**src/alu64_pkg.sv**
```systemverilog
/*
 * Shared constants and types for the doubleword add / leading-ones datapath:
 * instruction field positions, fixed encodings, widths and the state and
 * operation enumerations.
 * Assumes a 32-bit instruction word with the usual six-bit major opcode on top.
 */
package alu64_pkg;

  // data path and register file geometry
  localparam int XLEN = 64;
  localparam int SEL_W = 5;
  localparam int NREGS = 32;
  localparam int IMM_W = 16;
  localparam int CNT_W = 7;
  localparam int INSTR_W = 32;

  //////////////////////////////////////////////////////////////////////////////
  // instruction field positions
  localparam int OP_HI = 31;
  localparam int OP_LO = 26;
  localparam int SRCA_HI = 25;
  localparam int SRCA_LO = 21;
  localparam int SRCB_HI = 20;
  localparam int SRCB_LO = 16;
  localparam int DEST_HI = 15;
  localparam int DEST_LO = 11;
  localparam int SHF_HI = 10;
  localparam int SHF_LO = 6;
  localparam int FN_HI = 5;
  localparam int FN_LO = 0;
  localparam int IMM_HI = 15;
  localparam int IMM_LO = 0;

  //////////////////////////////////////////////////////////////////////////////
  // fixed encodings of the register-register adds
  localparam logic [5:0] OPC_SPECIAL = 6'h00;
  localparam logic [5:0] FN_ADD_TRAP = 6'h2c;
  localparam logic [5:0] FN_ADD_NONTRAP = 6'h2d;
  localparam logic [4:0] SHF_ZERO = 5'h00;
  localparam logic [SEL_W-1:0] SEL_ZERO = 5'h00;

  // result of a leading-ones count over an all-ones source
  localparam logic [CNT_W-1:0] ALL_ONES_COUNT = 7'h40;

  //////////////////////////////////////////////////////////////////////////////
  // types
  typedef enum logic {
    IDLE,
    EXEC
  } fsm_t;

  typedef enum logic [2:0] {
    OP_NONE,
    OP_ADD_TRAP,
    OP_ADD_NONTRAP,
    OP_ADDI_TRAP,
    OP_ADDI_NONTRAP,
    OP_CLO
  } op_t;

endpackage

```
**src/gpr_file.sv**
```systemverilog
/*
 * General register file: 32 words of 64 bits, two read ports whose data come
 * out of registers one cycle after the select, one write port.
 * Assumes the caller never needs read-during-write bypass; entry zero reads 0.
 */
`timescale 1ns/1ps
module gpr_file
  import alu64_pkg::*;
(
  // clock and reset
  input wire logic clk,
  input wire logic rst_n,
  // read ports
  input wire logic [SEL_W-1:0] rd_sel_a,
  input wire logic [SEL_W-1:0] rd_sel_b,
  output logic [XLEN-1:0] rd_data_a,
  output logic [XLEN-1:0] rd_data_b,
  // write port
  input wire logic wr_en,
  input wire logic [SEL_W-1:0] wr_sel,
  input wire logic [XLEN-1:0] wr_data
);

  logic [XLEN-1:0] mem [NREGS];
  logic [XLEN-1:0] next_rd_data_a;
  logic [XLEN-1:0] next_rd_data_b;

  // entry zero is hardwired, so its storage is never consulted
  always_comb begin
    next_rd_data_a = (rd_sel_a == SEL_ZERO) ? '0 : mem[rd_sel_a];
    next_rd_data_b = (rd_sel_b == SEL_ZERO) ? '0 : mem[rd_sel_b];
  end

  // storage is data only and carries no reset
  always_ff @(posedge clk) begin
    if (wr_en && (wr_sel != SEL_ZERO)) begin
      mem[wr_sel] <= wr_data;
    end
  end

  // registered read data
  always_ff @(posedge clk or negedge rst_n) begin
    if (!rst_n) begin
      rd_data_a <= '0;
      rd_data_b <= '0;
    end else begin
      rd_data_a <= next_rd_data_a;
      rd_data_b <= next_rd_data_b;
    end
  end

endmodule // gpr_file

```
**src/dword_add_clo_alu.sv**
```systemverilog
/*
 * Integer slice: doubleword adds (trapping and wrapping, register and
 * immediate forms) and a leading-ones count, with the register file inside.
 * Assumes the decoder holds INSTR_VALID and INSTR until READY is seen high,
 * and that RELEASE6 and OPS64_EN are quasi-static levels.
 */
`timescale 1ns/1ps

// Function
// - Trapping register add: opcode 000000, bits 10..6 zero, function 101100.
// - Trapping register add writes the 64-bit sum to dest when no overflow.
// - Signed overflow on a trapping add suppresses the write and signals overflow.
// - Trapping immediate add: source A plus sign-extended immediate into source B reg.
// - On the newer release the trapping immediate opcode is not an add.
// - Wrapping immediate add writes the modulo sum into the source B reg.
// - Wrapping register add: opcode 000000, function 101101, modulo sum to dest.
// - Wrapping adds never signal overflow and always write while OPS64_EN is high.
// - Trapping adds also have a reserved-instruction exception output.
// - Leading-ones count from the top bit; all ones gives 64.
// - Newer release: count with nonzero source B field is a reserved instruction.
module dword_add_clo_alu
  import alu64_pkg::*;
#(
  parameter logic [5:0] OPC_ADDI_TRAP = 6'h18,
  parameter logic [5:0] OPC_ADDI_NONTRAP = 6'h19,
  parameter logic [5:0] OPC_CLO_OLD = 6'h1c,
  parameter logic [5:0] FN_CLO_OLD = 6'h25,
  parameter logic [5:0] FN_CLO_NEW = 6'h13,
  parameter logic [4:0] SHF_CLO_NEW = 5'h01
) (
  // clock and reset
  input wire logic CLK,
  input wire logic RST_N,
  // configuration levels
  input wire logic RELEASE6,
  input wire logic OPS64_EN,
  // instruction issue
  input wire logic INSTR_VALID,
  input wire logic [INSTR_W-1:0] INSTR,
  output logic READY,
  // register preload from outside, idle cycles only
  input wire logic EXT_WE,
  input wire logic [SEL_W-1:0] EXT_SEL,
  input wire logic [XLEN-1:0] EXT_DATA,
  // completion
  output logic DONE,
  output logic RESULT_WE,
  output logic [SEL_W-1:0] RESULT_SEL,
  output logic [XLEN-1:0] RESULT,
  output logic OVF_EXC,
  output logic RI_EXC,
  output logic UNSUP
);

  //////////////////////////////////////////////////////////////////////////////
  // helpers
  function automatic logic [XLEN-1:0] sext_imm(input logic [IMM_W-1:0] imm);
    return {{(XLEN-IMM_W){imm[IMM_W-1]}}, imm};
  endfunction

  // 65-bit sum of sign-extended addends
  function automatic logic [XLEN:0] wide_add(input logic [XLEN-1:0] a,
                                             input logic [XLEN-1:0] b);
    return {a[XLEN-1], a} + {b[XLEN-1], b};
  endfunction

  function automatic logic [CNT_W-1:0] lead_ones(input logic [XLEN-1:0] v);
    logic [CNT_W-1:0] n;
    logic stop;
    n = '0;
    stop = 1'b0;
    for (int i = XLEN - 1; i >= 0; i--) begin
      if (!stop) begin
        if (v[i]) begin
          n = n + 7'h01;
        end else begin
          stop = 1'b1;
        end
      end
    end
    return n;
  endfunction

  //////////////////////////////////////////////////////////////////////////////
  // decode of the word on INSTR
  logic [5:0] d_opc;
  logic [5:0] d_fn;
  logic [4:0] d_shf;
  logic [SEL_W-1:0] d_srcb;
  logic d_clo_new;
  logic d_clo_old;
  op_t d_op;
  logic d_ri;

  always_comb begin
    d_opc = INSTR[OP_HI:OP_LO];
    d_fn = INSTR[FN_HI:FN_LO];
    d_shf = INSTR[SHF_HI:SHF_LO];
    d_srcb = INSTR[SRCB_HI:SRCB_LO];
    d_clo_new = (d_opc == OPC_SPECIAL) && (d_fn == FN_CLO_NEW) && (d_shf == SHF_CLO_NEW);
    d_clo_old = (d_opc == OPC_CLO_OLD) && (d_fn == FN_CLO_OLD) && (d_shf == SHF_ZERO);
    d_op = OP_NONE;
    if ((d_opc == OPC_SPECIAL) && (d_shf == SHF_ZERO) && (d_fn == FN_ADD_TRAP)) begin
      d_op = OP_ADD_TRAP;
    end else if ((d_opc == OPC_SPECIAL) && (d_shf == SHF_ZERO)
                 && (d_fn == FN_ADD_NONTRAP)) begin
      d_op = OP_ADD_NONTRAP;
    end else if ((d_opc == OPC_ADDI_TRAP) && !RELEASE6) begin
      d_op = OP_ADDI_TRAP;
    end else if (d_opc == OPC_ADDI_NONTRAP) begin
      d_op = OP_ADDI_NONTRAP;
    end else if (RELEASE6 ? d_clo_new : d_clo_old) begin
      d_op = OP_CLO;
    end
    // 64-bit ops off, or the new count form with a leftover source B field
    d_ri = (d_op != OP_NONE) && !OPS64_EN;
    if ((d_op == OP_CLO) && RELEASE6 && (d_srcb != SEL_ZERO)) begin
      d_ri = 1'b1;
    end
  end

  //////////////////////////////////////////////////////////////////////////////
  // control state: one instruction in flight
  fsm_t state;
  fsm_t next_state;
  op_t op;
  op_t next_op;
  logic ri;
  logic next_ri;
  logic [INSTR_W-1:0] instr;
  logic [INSTR_W-1:0] next_instr;
  logic accept;

  assign READY = (state == IDLE);
  assign accept = INSTR_VALID && READY;

  always_comb begin
    next_state = state;
    next_op = op;
    next_ri = ri;
    next_instr = instr;
    case (state)
      IDLE: begin
        if (INSTR_VALID) begin
          next_state = EXEC;
          next_op = d_op;
          next_ri = d_ri;
          next_instr = INSTR;
        end
      end
      EXEC: begin
        next_state = IDLE;
      end
      default: begin
        next_state = IDLE;
      end
    endcase
  end

  always_ff @(posedge CLK or negedge RST_N) begin
    if (!RST_N) begin
      state <= IDLE;
      op <= OP_NONE;
      ri <= 1'b0;
      instr <= '0;
    end else begin
      state <= next_state;
      op <= next_op;
      ri <= next_ri;
      instr <= next_instr;
    end
  end

  //////////////////////////////////////////////////////////////////////////////
  // register file; reads issued straight from INSTR so data land in EXEC
  logic [XLEN-1:0] opnd_a;
  logic [XLEN-1:0] opnd_b;
  logic gpr_we;
  logic [SEL_W-1:0] gpr_wsel;
  logic [XLEN-1:0] gpr_wdata;
  logic ex_we;
  logic [SEL_W-1:0] ex_sel;
  logic [XLEN-1:0] ex_val;

  // preload only while idle, so it can never collide with a result write
  always_comb begin
    gpr_we = (state == EXEC) ? ex_we : EXT_WE;
    gpr_wsel = (state == EXEC) ? ex_sel : EXT_SEL;
    gpr_wdata = (state == EXEC) ? ex_val : EXT_DATA;
  end

  gpr_file u_gpr (
    .clk(CLK),
    .rst_n(RST_N),
    .rd_sel_a(INSTR[SRCA_HI:SRCA_LO]),
    .rd_sel_b(INSTR[SRCB_HI:SRCB_LO]),
    .rd_data_a(opnd_a),
    .rd_data_b(opnd_b),
    .wr_en(gpr_we),
    .wr_sel(gpr_wsel),
    .wr_data(gpr_wdata)
  );

  //////////////////////////////////////////////////////////////////////////////
  // execute
  logic [XLEN-1:0] addend;
  logic [XLEN:0] wsum;
  logic ovf;
  logic ex_ovf;

  always_comb begin
    addend = ((op == OP_ADDI_TRAP) || (op == OP_ADDI_NONTRAP))
             ? sext_imm(instr[IMM_HI:IMM_LO]) : opnd_b;
    wsum = wide_add(opnd_a, addend);
    ovf = wsum[XLEN] ^ wsum[XLEN-1];
    ex_ovf = 1'b0;
    ex_we = 1'b0;
    ex_sel = instr[DEST_HI:DEST_LO];
    ex_val = wsum[XLEN-1:0];
    if ((state == EXEC) && !ri) begin
      case (op)
        OP_ADD_TRAP, OP_ADDI_TRAP: begin
          ex_ovf = ovf;
          ex_we = !ovf;
        end
        OP_ADD_NONTRAP, OP_ADDI_NONTRAP: begin
          ex_we = 1'b1;
        end
        OP_CLO: begin
          ex_we = 1'b1;
          ex_val = {{(XLEN-CNT_W){1'b0}}, lead_ones(opnd_a)};
        end
        default: begin
          ex_we = 1'b0;
        end
      endcase
    end
    // immediate forms target the source B register
    if ((op == OP_ADDI_TRAP) || (op == OP_ADDI_NONTRAP)) begin
      ex_sel = instr[SRCB_HI:SRCB_LO];
    end
  end

  //////////////////////////////////////////////////////////////////////////////
  // completion outputs, one-cycle report after EXEC
  logic next_done;
  logic next_unsup;

  always_comb begin
    next_done = (state == EXEC);
    next_unsup = (state == EXEC) && (op == OP_NONE);
  end

  always_ff @(posedge CLK or negedge RST_N) begin
    if (!RST_N) begin
      DONE <= 1'b0;
      RESULT_WE <= 1'b0;
      RESULT_SEL <= '0;
      RESULT <= '0;
      OVF_EXC <= 1'b0;
      RI_EXC <= 1'b0;
      UNSUP <= 1'b0;
    end else begin
      DONE <= next_done;
      RESULT_WE <= ex_we;
      RESULT_SEL <= ex_sel;
      RESULT <= ex_val;
      OVF_EXC <= ex_ovf;
      RI_EXC <= next_done && ri;
      UNSUP <= next_unsup;
    end
  end

  logic trap_op;
  logic ovf_ref;
  assign trap_op = (op == OP_ADD_TRAP) || (op == OP_ADDI_TRAP);
  assign ovf_ref = (opnd_a[XLEN-1] == addend[XLEN-1])
                   && (wsum[XLEN-1] != opnd_a[XLEN-1]);
endmodule // dword_add_clo_alu

```
**config.mk**
```make
export PLATFORM = sky130hd
export DESIGN_NAME = dword_add_clo_alu
export DESIGN_NICKNAME = d
export VERILOG_FILES = /design/src/alu64_pkg.sv /design/src/gpr_file.sv /design/src/dword_add_clo_alu.sv
export SDC_FILE = /design/constraint.sdc
export NUM_CORES = 2
export LEC_CHECK = 0
export BUFFER_PORTS_ARGS = -buffer_cell sky130_fd_sc_hd__buf_2
export CORE_ASPECT_RATIO = 0.9
export CORE_MARGIN = 8
export CORE_UTILIZATION = 55
export CTS_CLUSTER_SIZE = 14
export DETAILED_ROUTE_END_ITERATION = 10
export HOLD_SLACK_MARGIN = 0.02
export PLACE_DENSITY_LB_ADDON = 0.05
export SYNTH_ARGS = -nofsm -noshare
export SYNTH_HDL_FRONTEND = slang
export SYNTH_SLANG_ARGS = --single-unit
```
**constraint.sdc**
```tcl
create_clock -name CLK -period 39.3 [get_ports CLK]
set_input_delay 3.93 -clock CLK [delete_from_list [all_inputs] [get_ports CLK]]
set_output_delay 3.93 -clock CLK [all_outputs]
set_load 0.005 [all_outputs]
```
==> results.yml <==
worst_setup_path:
  startpoint: "u_gpr.rd_data_a[62]$_DFF_PN0_"
  cp.arrival_ps: 32600
  cp_common_cell: "ha_1"
  crit_path_start_kind: "flip-flop"
  crit_path_top_delay_cell: "a31oi_2"
  required_ps: 40000
  endpoint_kind: "flip-flop"
  cp_max_fo: 23
  cp-endpoint: "u_gpr.mem[12][6]$_DFFE_PP_"
  reg2reg_from: "u_gpr.rd_data_a[62]$_DFF_PN0_"
  rr_endpoint: "u_gpr.mem[12][6]$_DFFE_PP_"
  criticalPathCategory: "flip-flop to flip-flop"
  r2r_slack_ps: 7400
  r2r_cells: 162
  critPathMaxStageDelay_ps: 540
sta:
  skew_ps: 48.6
  worst_pin_slew_ps: 1160
  rsz0062_at_grt: "false"
  tns_ps: 0
  hold_viol_final: 0
  setup_viol: 0
  max_freq_mhz: 31.3
  maxSlewViolCount: 0
  max_slew_margin_pct: 22.4
  min_period_ps: 31900
  post-route-period-util_pct: 81.2
pwr:
  ir_drop_v: 0.0000449
  power_density_mw_per_mm2: 49.5
  leakage_nw: 42.6
routing:
  drcViolationCount: 0
  vias: 68500
  wl_per_cell_um: 36.8
  ant_nets: 0
  drt-initial-drc-count: 8917
  drt-vias-per-instance: 7.07
  wl_um: 357000
  first_pass_iters: 8
global_route:
  met2_usage_pct: 50.4
  grt_overflow_total: 0
  grt_use_met3_pct: 5.53
  grt_pass1_wl_um: 507000
  grt_max_degree: 126
  grt_pass1_vias: 68200
  gr-usage-met1_pct: 44.4
  top_usage_layer: "met2"
  grt_use_total_pct: 31.4
  antenna_found_initial: 12
finish:
  seqCellArea_sq_mm: 0.0672
  multi_input_area_sq_mm: 0.0462
  fin_area_sq_mm: 0.127
  final_nets: 6975
  syn_to_final_growth_pct: 10.9
  fillers: 15100
  layout-drive-gt1-share_pct: 31.2
clock_network:
  postCtsSetupRepairBufs: 0
  post_cts_resized: 0
  holdBufCountCts: 0
  cts_max_level: 4
  root_buffer: "clkbuf_16"
  cts_tree: "yes"
  clk_latency_ps: 880
  cts_buffer_depth: 3
  cts_made_buffers: 228
  clkTransAtPathRegs_ps: 60
  cts_num_sinks: 2276
yosys:
  synth_seq_cells: 2276
  post-synth-top-area-fraction_pct: 53.6
  syn_area_per_cell_sq_um: 17.6
  synthTopCellsByArea: "edfxtp_1 (54%), mux4_2 (25%), dfrtp_1 (5.0%)"
  synth.cell_area_sq_mm: 0.115
  yosysMostFrequentCell: "edfxtp_1"
  synth.top_cells.by_count: "edfxtp_1 (2048), mux4_2 (1276), nor2_1 (419)"
  ys_types: 103
  synthFlopType: "edfxtp_1"
  syn_inst: 6520
  ys_warn_count: 0
  ys_async_sr_fraction_pct: 10.0
  synth-seq-area-share_pct: 58.6
  yosys.area.top_type: "edfxtp_1"
  synth-edff-count: 2048
die:
  std_cell_rows: 159
  start_util_pct: 55.2
  core_sq_mm: 0.208
  dieArea_sq_mm: 0.224
  die_h_um: 449
  die_width_um: 498
  io_pins: 182
outcome:
  outcome: "finished clean"
hold_path:
  hold_path.class: "flip-flop to flip-flop"
  hold_depth: 2
placement:
  io_buffers: 181
  place_congestion: 0.913
  placed_area_sq_mm: 0.119
  dp_hpwl_um: 212000
job:
  maxCapViolations: 0
where the power goes:
part	leakage [nW]	switching, W	internal, W
Clock	3.81	0.000956	0.00131
Sequential	21.2	0.0000746	0.00291
Combinational	17.6	0.000674	0.000377
Total	42.6	0.00171	0.00459
how the worst min path moves through the flow:
stage                          start               endpoint  slack [ps]
6_report        instr[0]$_DFFE_PN0P_   instr[0]$_DFFE_PN0P_         480
5_1_grt        instr[18]$_DFFE_PN0P_  instr[18]$_DFFE_PN0P_         510
4_1_cts         instr[0]$_DFFE_PN0P_   instr[0]$_DFFE_PN0P_         480
3_5_place_dp    instr[0]$_DFFE_PN0P_   instr[0]$_DFFE_PN0P_         460
3_3_place_gp    instr[0]$_DFFE_PN0P_   instr[0]$_DFFE_PN0P_         460
2_1_floorplan    next_done$_DFF_PN0_         DONE$_DFF_PN0_         400
metrics by stage:
step / power (W) / utilization (%) / hold WS (ps) / std cells / setup WS (ps)
final: 0.00630 / 61.2 / 484 / 9690 / 7400
after global routing: 0.00650 / 61.2 / 512 / 9689 / 4950
after global placement: 0.00406 / 57.4 / 460 / 9250 / 7830
after CTS: 0.00632 / 61.1 / 483 / 9682 / 7360
after detailed placement: 0.00408 / 57.4 / 465 / 9250 / 7490
after floorplan: 0.00366 / - / 400 / 6583 / 11740
flip-flops by register name, summed over array words and instances (netlist names), 3 cells and up:
name and flops:
RESULT_SEL 5, op 3, u_gpr.mem 2048, instr 21, u_gpr.rd_data_a 64, u_gpr.rd_data_b 64, RESULT 64
cells by family (layout without fill, tap and decap cells):
logic type | count (synthesis) | count (layout) | synth area share (%)
AO/OA/AOI/OAI | 624 | 624 | 3.51
XOR/XNOR | 260 | 260 | 2.48
adder cells (fa/ha/maj) | 129 | 129 | 1.40
buffers and inverters | 489 | 852 | 1.61
flip-flops | 2276 | 2276 | 58.6
multiplexers | 1552 | 1552 | 27.6
other | 1 | 71 | 0.00327
AND/OR/NAND/NOR | 1189 | 1189 | 4.84
layout by cell type, fill, tap and decap left out, drive strengths merged, types with 135 or more instances in the layout:
cell type	instances
clkbuf	303
mux2i	181
dfrtp	228
nand2	331
edfxtp	2048
mux4	1276
buf	333
o21ai	135
a21oi	174
nor2	420
xnor2	148
worst max-delay path: cells and delay by family, from the launching register on:
kind | cells | cell delay [ps]
AO/OA/AOI/OAI | 66 | 13210
adder cells (fa/ha/maj) | 29 | 8530
multiplexers | 20 | 3710
AND/OR/NAND/NOR | 34 | 3560
buffers and inverters | 5 | 660
XOR/XNOR | 8 | 1520
flip-flops | 1 | 490
per-layer routing:
metal | share of wire [%] | wire (um)
met5 | 0.0095 | 34
met4 | 3.9 | 14100
met3 | 9.0 | 32200
met2 | 48 | 171000
met1 | 39 | 140000
final cells by class:
type | instances | area share (%)
inverter | 87 | 0.262
clock inverter | 129 | 1.17
tap | 2737 | 2.69
antenna | 7 | 0.0138
sequential | 2276 | 52.8
timing repair buffer | 333 | 1.78
clock buffer | 303 | 4.96
multi-input combinational | 3818 | 36.3
Note: power is estimated with default switching activity, not from simulation.
